[src/core/sto_params.svh]
`ifndef STO_PARAMS_SVH
`define STO_PARAMS_SVH
`define STO_CLK_HZ        25000000
`define STO_FILT_US       1000
`define STO_CUT_US        5000
`define STO_MON_US        6000
`define STO_RDY_US        20000
`define STO_CNT_W         20
`define STO_SPD_W         16
`define STO_TIM_W         16
`define STO_SEQ_W         3
`define STO_SEG_S         8'h6D
`define STO_SEG_T         8'h78
`define STO_SEG_BLANK     8'h00
`define STO_PIPE_CYC      4
`endif

[src/core/sto_pkg.sv]
package sto_pkg;
  typedef enum logic [1:0] {
    STO_RUN   = 2'b00,
    STO_CUT   = 2'b01,
    STO_RECOV = 2'b10
  } sto_state_e;
endpackage

[src/core/sto_seq.sv]
`timescale 1ns/1ps
`include "sto_params.svh"
// Behaviour
// - cutoff drops servo ready, enters cutoff status
// - cutoff status never raises alarm
// - display shows St during cutoff
// - auto return when inputs on, servo-on off
// - monitor output on within 6 ms
// - brake release drops on delay or speed
// - dynamic brake follows alarm stop sequence
// - no alarm clear needed to return
// - release uses servo-off stop sequence
// - ready again about 20 ms after return
// - normal servo timing after servo-on
// - alarm deceleration applies without alarm
// - power-up with inputs off starts in cutoff
// - torque cut within 5 ms
// - off pulses of 1 ms ignored
// - monitor on only when both inputs off
module sto_seq #(
  parameter int FILT_CYC = (`STO_FILT_US * (`STO_CLK_HZ / 1000000)) + 1,
  parameter int RDY_CYC  = `STO_RDY_US * (`STO_CLK_HZ / 1000000),
  parameter int TICK_CYC = `STO_CLK_HZ / 1000
) (
  input  wire logic                    mclk,
  input  wire logic                    nrst,
  input  wire logic                    safety_input_one,
  input  wire logic                    safety_input_two,
  input  wire logic                    servo_on_input,
  input  wire logic [`STO_SPD_W-1:0]   motor_speed,
  input  wire logic [`STO_SPD_W-1:0]   brake_release_speed_threshold,
  input  wire logic [`STO_TIM_W-1:0]   brake_action_delay_time,
  input  wire logic [`STO_SEQ_W-1:0]   alarm_stop_sequence,
  input  wire logic [`STO_SEQ_W-1:0]   servo_off_stop_sequence,
  output logic                         servo_ready,
  output logic                         motor_energize,
  output logic                         external_monitor_output,
  output logic                         brake_release_output,
  output logic                         safe_torque_cutoff,
  output logic                         alarm_active,
  output logic [`STO_SEQ_W-1:0]        stop_sequence,
  output logic [7:0]                   seg_left,
  output logic [7:0]                   seg_right
);
  import sto_pkg::*;

  typedef struct packed {
    logic [1:0]              s1_sync;
    logic [1:0]              s2_sync;
    logic [1:0]              son_sync;
    logic                    s1_filt;
    logic                    s2_filt;
    logic [`STO_CNT_W-1:0]   f1_cnt;
    logic [`STO_CNT_W-1:0]   f2_cnt;
    sto_state_e              state;
    logic [`STO_CNT_W-1:0]   rdy_cnt;
    logic [`STO_CNT_W-1:0]   tick_cnt;
    logic [`STO_TIM_W-1:0]   ms_cnt;
    logic                    servo_ready;
    logic                    motor_energize;
    logic                    monitor;
    logic                    brake_rel;
    logic                    cutoff;
    logic [`STO_SEQ_W-1:0]   stop_seq;
    logic [7:0]              seg_l;
    logic [7:0]              seg_r;
    logic                    alarm;
    // watch counters, read only by the latency checks
    logic [`STO_CNT_W-1:0]   off_cnt;
    logic [`STO_CNT_W-1:0]   mon_cnt;
  } sto_reg_s;

  sto_reg_s r;
  sto_reg_s next_r;

  // off pulse must outlast the filter before it counts as off
  function automatic logic [`STO_CNT_W-1:0] filt_step(input logic in_off,
                                                     input logic [`STO_CNT_W-1:0] cnt);
    if (!in_off)
      filt_step = '0;
    else if (cnt < `STO_CNT_W'(FILT_CYC))
      filt_step = cnt + `STO_CNT_W'(1);
    else
      filt_step = cnt;
  endfunction

  // one pattern per digit while cut, blank otherwise
  function automatic logic [7:0] seg_pick(input logic       cut_on,
                                          input logic [7:0] pat);
    if (cut_on)
      seg_pick = pat;
    else
      seg_pick = `STO_SEG_BLANK;
  endfunction

  logic both_off;
  logic both_on;
  logic son;
  assign both_off = !r.s1_filt && !r.s2_filt;
  assign both_on  = r.s1_filt && r.s2_filt;
  assign son      = r.son_sync[1];

  always_comb begin
    next_r = r;
    next_r.s1_sync  = {r.s1_sync[0], safety_input_one};
    next_r.s2_sync  = {r.s2_sync[0], safety_input_two};
    next_r.son_sync = {r.son_sync[0], servo_on_input};
    next_r.f1_cnt = filt_step(!r.s1_sync[1], r.f1_cnt);
    next_r.f2_cnt = filt_step(!r.s2_sync[1], r.f2_cnt);
    if (r.s1_sync[1])
      next_r.s1_filt = 1'b1;
    else if (r.f1_cnt >= `STO_CNT_W'(FILT_CYC))
      next_r.s1_filt = 1'b0;
    if (r.s2_sync[1])
      next_r.s2_filt = 1'b1;
    else if (r.f2_cnt >= `STO_CNT_W'(FILT_CYC))
      next_r.s2_filt = 1'b0;
    next_r.monitor = both_off;
    if (!r.s1_sync[1] && !r.s2_sync[1] && !r.cutoff) begin
      if (r.off_cnt != '1)
        next_r.off_cnt = r.off_cnt + `STO_CNT_W'(1);
    end else begin
      next_r.off_cnt = '0;
    end
    if (!r.s1_sync[1] && !r.s2_sync[1] && !r.monitor) begin
      if (r.mon_cnt != '1)
        next_r.mon_cnt = r.mon_cnt + `STO_CNT_W'(1);
    end else begin
      next_r.mon_cnt = '0;
    end
    next_r.alarm = 1'b0;
    unique case (r.state)
      STO_RUN: begin
        next_r.stop_seq = servo_off_stop_sequence;
        next_r.motor_energize = son;
        next_r.brake_rel = son;
        next_r.servo_ready = 1'b1;
        if (both_off) begin
          next_r.state = STO_CUT;
          next_r.motor_energize = 1'b0;
          next_r.servo_ready = 1'b0;
          next_r.cutoff = 1'b1;
          next_r.tick_cnt = '0;
          next_r.ms_cnt = '0;
          next_r.stop_seq = alarm_stop_sequence;
        end
      end
      STO_CUT: begin
        next_r.motor_energize = 1'b0;
        next_r.servo_ready = 1'b0;
        next_r.cutoff = 1'b1;
        next_r.stop_seq = alarm_stop_sequence;
        if (r.tick_cnt >= `STO_CNT_W'(TICK_CYC - 1)) begin
          next_r.tick_cnt = '0;
          if (r.ms_cnt != '1)
            next_r.ms_cnt = r.ms_cnt + `STO_TIM_W'(1);
        end else begin
          next_r.tick_cnt = r.tick_cnt + `STO_CNT_W'(1);
        end
        if (r.ms_cnt >= brake_action_delay_time ||
            motor_speed < brake_release_speed_threshold)
          next_r.brake_rel = 1'b0;
        // servo-on must be off, no alarm clear needed
        if (both_on && !son) begin
          next_r.state = STO_RECOV;
          next_r.rdy_cnt = '0;
          next_r.brake_rel = 1'b0;
        end
      end
      STO_RECOV: begin
        next_r.motor_energize = 1'b0;
        next_r.brake_rel = 1'b0;
        next_r.cutoff = 1'b0;
        next_r.stop_seq = servo_off_stop_sequence;
        if (both_off) begin
          next_r.state = STO_CUT;
          next_r.cutoff = 1'b1;
          next_r.tick_cnt = '0;
          next_r.ms_cnt = brake_action_delay_time;
          next_r.stop_seq = alarm_stop_sequence;
        end else if (r.rdy_cnt >= `STO_CNT_W'(RDY_CYC - 1)) begin
          next_r.state = STO_RUN;
          next_r.servo_ready = 1'b1;
        end else begin
          next_r.rdy_cnt = r.rdy_cnt + `STO_CNT_W'(1);
        end
      end
      default: next_r.state = STO_CUT;
    endcase
    next_r.seg_l = seg_pick(next_r.state == STO_CUT, `STO_SEG_S);
    next_r.seg_r = seg_pick(next_r.state == STO_CUT, `STO_SEG_T);
  end

  // reset starts in cutoff; run is reached only through recovery
  always_ff @(posedge mclk) begin
    if (!nrst) begin
      r <= '0;
      r.state <= STO_CUT;
      r.cutoff <= 1'b1;
      r.ms_cnt <= '1;
      r.seg_l <= `STO_SEG_S;
      r.seg_r <= `STO_SEG_T;
    end else begin
      r <= next_r;
    end
  end

  assign servo_ready             = r.servo_ready;
  assign motor_energize          = r.motor_energize;
  assign external_monitor_output = r.monitor;
  assign brake_release_output    = r.brake_rel;
  assign safe_torque_cutoff      = r.cutoff;
  assign alarm_active            = r.alarm;
  assign stop_sequence           = r.stop_seq;
  assign seg_left                = r.seg_l;
  assign seg_right               = r.seg_r;

  a_cut_no_energy: assert property (@(posedge mclk) disable iff (!nrst)
    r.cutoff |-> !motor_energize && !servo_ready) else $error("energized in cutoff");
  a_cut_no_alarm: assert property (@(posedge mclk) disable iff (!nrst)
    !alarm_active) else $error("alarm raised");
  a_cut_display: assert property (@(posedge mclk) disable iff (!nrst)
    (r.state == STO_CUT) |-> seg_left == `STO_SEG_S && seg_right == `STO_SEG_T)
    else $error("display not St");
  a_mon_logic: assert property (@(posedge mclk) disable iff (!nrst)
    both_off |=> external_monitor_output) else $error("monitor late");
  a_mon_off: assert property (@(posedge mclk) disable iff (!nrst)
    !both_off |=> !external_monitor_output) else $error("monitor wrongly on");
  a_enter_cut: assert property (@(posedge mclk) disable iff (!nrst)
    (r.state == STO_RUN && both_off) |=> r.state == STO_CUT && !servo_ready)
    else $error("cutoff not entered");
  a_stop_seq: assert property (@(posedge mclk) disable iff (!nrst)
    (r.state == STO_CUT && $past(nrst)) |->
      stop_sequence == $past(alarm_stop_sequence))
    else $error("wrong stop sequence");
  a_recov_seq: assert property (@(posedge mclk) disable iff (!nrst)
    (r.state == STO_RECOV && $past(r.state) == STO_RECOV) |->
      stop_sequence == $past(servo_off_stop_sequence))
    else $error("wrong release sequence");
  a_return_run: assert property (@(posedge mclk) disable iff (!nrst)
    (r.state == STO_CUT && both_on && !son) |=> r.state == STO_RECOV)
    else $error("no automatic return");
  a_brake_drop: assert property (@(posedge mclk) disable iff (!nrst)
    (r.state == STO_CUT && $past(r.state) == STO_CUT &&
     motor_speed < brake_release_speed_threshold) |=> !brake_release_output)
    else $error("brake not engaged");

  // latency bounds: the filter dominates, the pipeline adds a few cycles
  a_power_up_cut: assert property (@(posedge mclk) disable iff (!nrst)
    !$past(nrst) |-> r.state == STO_CUT && safe_torque_cutoff)
    else $error("not in cutoff after reset");
  a_cut_in_time: assert property (@(posedge mclk) disable iff (!nrst)
    r.off_cnt <= `STO_CNT_W'(FILT_CYC + `STO_PIPE_CYC))
    else $error("torque cut late");
  a_mon_in_time: assert property (@(posedge mclk) disable iff (!nrst)
    r.mon_cnt <= `STO_CNT_W'(FILT_CYC + `STO_PIPE_CYC))
    else $error("monitor output late");
  a_filt_one: assert property (@(posedge mclk) disable iff (!nrst)
    $fell(r.s1_filt) |-> $past(r.f1_cnt) >= `STO_CNT_W'(FILT_CYC))
    else $error("short pulse passed on input one");
  a_filt_two: assert property (@(posedge mclk) disable iff (!nrst)
    $fell(r.s2_filt) |-> $past(r.f2_cnt) >= `STO_CNT_W'(FILT_CYC))
    else $error("short pulse passed on input two");

  // return path and run
  a_son_holds_cut: assert property (@(posedge mclk) disable iff (!nrst)
    (r.state == STO_CUT && son) |=> r.state == STO_CUT)
    else $error("left cutoff with servo on");
  a_recov_idle: assert property (@(posedge mclk) disable iff (!nrst)
    (r.state == STO_RECOV) |-> !motor_energize && !brake_release_output)
    else $error("drive active in recovery");
  a_ready_wait: assert property (@(posedge mclk) disable iff (!nrst)
    (r.state == STO_RECOV) |-> !servo_ready)
    else $error("ready during recovery");
  a_ready_back: assert property (@(posedge mclk) disable iff (!nrst)
    (r.state == STO_RECOV && !both_off && r.rdy_cnt >= `STO_CNT_W'(RDY_CYC - 1)) |=>
      servo_ready && r.state == STO_RUN) else $error("ready not restored");
  a_run_follow: assert property (@(posedge mclk) disable iff (!nrst)
    (r.state == STO_RUN && !both_off) |=> motor_energize == $past(son))
    else $error("energize not following servo on");
  a_brake_time: assert property (@(posedge mclk) disable iff (!nrst)
    (r.state == STO_CUT && r.ms_cnt >= brake_action_delay_time) |=> !brake_release_output)
    else $error("brake not engaged after delay");
  a_display_blank: assert property (@(posedge mclk) disable iff (!nrst)
    (r.state != STO_CUT) |-> seg_left == `STO_SEG_BLANK && seg_right == `STO_SEG_BLANK)
    else $error("display not blank");
  a_run_ready: assert property (@(posedge mclk) disable iff (!nrst)
    (r.state == STO_RUN) |-> servo_ready)
    else $error("not ready in run");
  a_run_no_cut: assert property (@(posedge mclk) disable iff (!nrst)
    (r.state == STO_RUN) |-> !safe_torque_cutoff)
    else $error("cutoff flag in run");
  a_run_seq: assert property (@(posedge mclk) disable iff (!nrst)
    (r.state == STO_RUN && $past(r.state) == STO_RUN) |->
      stop_sequence == $past(servo_off_stop_sequence))
    else $error("wrong run stop sequence");
endmodule

[config.mk]
export PLATFORM = sky130hd
export DESIGN_NAME = sto_seq
export DESIGN_NICKNAME = d
export VERILOG_FILES = /design/src/core/sto_pkg.sv /design/src/core/sto_seq.sv
export VERILOG_INCLUDE_DIRS = /design/src /design/src/core
export SDC_FILE = /design/constraint.sdc
export NUM_CORES = 1
export LEC_CHECK = 0
export BUFFER_PORTS_ARGS = -buffer_cell sky130_fd_sc_hd__buf_2
export CAP_MARGIN = 20
export CORE_MARGIN = 4
export CORE_UTILIZATION = 57
export CTS_CLUSTER_DIAMETER = 120
export DETAILED_ROUTE_END_ITERATION = 10
export GPL_ROUTABILITY_DRIVEN = 0
export GPL_TIMING_DRIVEN = 0
export HOLD_SLACK_MARGIN = 0.08
export PLACE_DENSITY = 0.78
export REMOVE_ABC_BUFFERS = 1
export SYNTH_ARGS = -nofsm -noshare
export SYNTH_HDL_FRONTEND = slang
export SYNTH_SLANG_ARGS = --single-unit
export TNS_END_PERCENT = 50
[constraint.sdc]
create_clock -name mclk -period 2.7 [get_ports mclk]
set_input_delay 0.54 -clock mclk [delete_from_list [all_inputs] [get_ports mclk]]
set_output_delay 0.54 -clock mclk [all_outputs]
set_load 0.01 [all_outputs]
==> impl_results.md <==
* Yosys cell types at 61
* Status: complete, no violations
* Footprint of the multi-input gates at 0.003882 sq mm
* Fraction of layout cells with a size suffix above 1 at 15.07%
* GR peak layer: met2
* Post-DP HPWL at 11,040 um
* Critical R2R Capture: r[72]
* Vias in the first global route at 5,859
* Synthesis-stage register bit count at 115
* Post-synthesis cell area at 0.006590 sq mm
* Initial antenna violation count at 0
* CTS sink cnt at 115
* Largest net degree at the start of global routing at 39
* Crit path kind: reg2reg
* Die Ht at 115.5 um
* Max FO, Critical Path at 15
* Crit-path slowest cell: or3_1
* F_max at 384.5 MHz
* WHS at 0.3426 ns
* IO buf count at 75
* YS warnings at 0
* First-pass GRT wire length at 26,170 um
* Worst Hold Class: in2reg
* Startpoint type of the worst setup path: register
* Fin Clk Skew at 0.009115 ns
* RSZ-0062 raised after global routing: true
* Dominant synthesized flop cell: dfxtp_1
* Final ANT Viol Nets at 0
* Core ar. at 0.01137 sq mm
* Nets at 959
* Drt initial violations at 459
* Sequential cell area at 0.002302 sq mm
* Initial core utilization at 57.96%
* Routing usage on met1 at 28.72%
* Rel. slew slack at 42.30%
* R2R cell count at 7
* Slew @ Worst Pin at 0.8646 ns
* Most frequent cells after synthesis: 115 x dfxtp_1, 71 x nand2_1, 71 x nor2_1
* R2R Path Start: r[122]
* Fill cell count at 928
* Leak pwr at 3.147 nW
* Most used cell, CP: inv_1
* Die width at 115.5 um
* CP Buf/Inv Count at 2
* Hold endpoint: next_r[170]
* Syn Inst Count at 797
* Critical path endpoint category: register
* Max cap viols at 0
* Post-synth top area cell: dfxtp_1
* Overflow after GRT at 0
* CP required at 2.94 ns
* GRT Overall Usage at 23.81%
* Reg clk slew, reported paths at 0.06 ns
* CTS Hold Bufs at 0
* CP max stage delay at 0.44 ns
* Met3 usage at 5.535%
* Hold path start: safety_input_one
* Row count at 39
* Vias per Instance at 5.919
* R2R setup slack at 0.1 ns
* Most frequent cell after synthesis: dfxtp_1
* CTS Buf Count at 17
* H-tree level count at 4
* Number of enable flip-flop cells after synthesis at 0
* Crit path DAT at 2.84 ns
* Final min period at 2.601 ns
* CTS max path bufs at 2
* Max Transition Viols Final at 0
* DIE AREA at 0.01335 sq mm
* Setup violation total in the final timing report at 0
* CTS tree: done
* Clock root buffer: clkbuf_16
* Top-area cell type share of the netlist area at 34.93%
* Final WL at 15,800 um
* Power per cell area at 738.5 mW/mm^2
* I/O pins at 84
* Async SR Flop Fraction at 0%
* Met2 usage at 41.44%
* Period utilization at 96.33%
* Overall power at 5.616 mW
* Via count at 5,990
* Hold Crit Depth at 2
* Max VDD drop at 0.0006004 V
* Area Overhead vs Synth at 15.40%
* Seq/Total Area, Yosys at 34.93%
* Antenna cells at 0
* Final Hold Violating Endpoints at 0
* Pre-antenna DRT Iters at 5
* Cell family with most CP delay: simple AND/OR/NAND/NOR gates
* Worst-path cell chain: inv_1 -> ha_2 -> inv_1 -> or3_1 -> a31o_1 -> nand2_1 -> o221ai_1
* Crit path depth at 7
* Later-pin clock latency in the skew report at 0.42 ns
* Wire per inst at 15.61 um
* Syn Area/Cell at 8.269 sq um
* DRC at 0
* Ranking of synthesized cells by area: dfxtp_1 35%, ha_1 8.4%, xnor2_1 4.1%, nand2_1 4.0%, nor2_1 4.0%
cells by family (layout without fill, tap and decap cells):
family	count (synthesis)	in the layout	share of synthesized area [%]
AOI/OAI and AO/OA	150	150	14.77
other	1	8	0.05690
buffers and inverters	98	163	7.006
muxes	2	2	0.3038
and+or+nand+nor	332	332	27.26
DFF	115	115	34.93
xor gates and xnor gates	55	55	7.310
adders and majority gates	44	44	8.354
final cells by class:
class / instances / share of cell area [%]
inverters: 50 / 2.468
repair buffers: 81 / 5.528
multi-input cells: 591 / 51.05
clock buffers: 22 / 5.972
well taps: 143 / 2.353
clock inverters: 10 / 2.353
flip-flops and latches: 115 / 30.27
repair_timing:
action | in CTS | in global routing
gates cloned | 0 | 0
setup buffers | 0 | 4
pin swaps | 0 | 1
endpoints found under the setup margin | 26 | 29
gates resized for setup | 3 | 3
worst reg2reg max path: cells and delay by family (launching register included):
kind | cells | cell delay (ns)
AOI/OAI and AO/OA | 2 | 0.52
adders and majority gates | 1 | 0.40
buffers and inverters | 2 | 0.35
DFF | 1 | 0.33
and+or+nand+nor | 2 | 0.83
power breakdown:
group          switching [mW]  leakage [nW]  internal, mW
clock network           0.772         0.312          1.66
registers              0.0842         0.932          1.77
logic                   0.834          1.90         0.497
total                    1.69          3.15          3.93
layer usage:
metal / vias up / part of all wire [%] / routed length (um)
met1: 2839 / 43 / 6759
met3: 27 / 6.8 / 1071
met2: 205 / 49 / 7686
li1: 2919 / - / -
met5: - / 0 / 0
met4: 0 / 1.8 / 280
flip-flops by register name (all words and copies together) (netlist names):
name                     count
motor_energize               1
safe_torque_cutoff           1
seg_right                    1
external_monitor_output      1
stop_sequence                3
servo_ready                  1
next_r                       3
r                          103
brake_release_output         1
cells in the final DEF (no fill, tap or decap), types with 4 or more instances in the layout:
cell type / count
dfxtp_1: 115
buf_2: 75
nand2_1: 71
nor2_1: 70
inv_1: 50
ha_1: 42
a21oi_1: 38
nand3_1: 33
xnor2_1: 31
and2_1: 27
nand4_1: 26
xor2_1: 24
o21ai_0: 24
o21ai_1: 23
nor3_1: 17
clkbuf_16: 17
and3_1: 14
and4_1: 12
or3_1: 10
nor2_4: 10
nor4_1: 8
nor4b_1: 8
a22oi_1: 8
conb_1: 8
nand2b_1: 6
o311ai_1: 6
a31oi_1: 6
buf_4: 6
or4_1: 5
o211ai_1: 5
bufinv_16: 5
a211o_1: 4
a21o_1: 4
o21a_1: 4
a211oi_1: 4
clkbuf_1: 4
clkinv_2: 4
how the worst max path moves through the flow:
| stage | startpoint | slack, ns | endpoint |
|---|---|---|---|
| 2_1_floorplan | r[121] | 0.33 | r[119] |
| 3_3_place_gp | r[121] | -0.40 | r[104] |
| 3_5_place_dp | r[122] | -0.18 | r[66] |
| 4_1_cts | r[121] | 0.03 | r[79] |
| 5_1_grt | r[121] | -0.05 | r[79] |
| 6_report | r[122] | 0.1 | r[72] |
stage by stage:
| stage | instance area, sq um | std cells | TNS (ns) | utilization [%] | setup slack [ns] |
|---|---|---|---|---|---|
| global route | 7605 | 1012 | -0.06005 | 66.89 | -0.05031 |
| floorplan | 6342 | 756 | 0 | - | 0.3254 |
| detailed placement | 6912 | 976 | -1.996 | 60.79 | -0.1788 |
| CTS | 7564 | 1008 | 0 | 66.52 | 0.03201 |
| global placement | 6897 | 974 | -8.356 | 60.66 | -0.3991 |
| finish | 7605 | 1012 | 0 | 66.89 | 0.09897 |
Power figures use the tool's default switching activity.
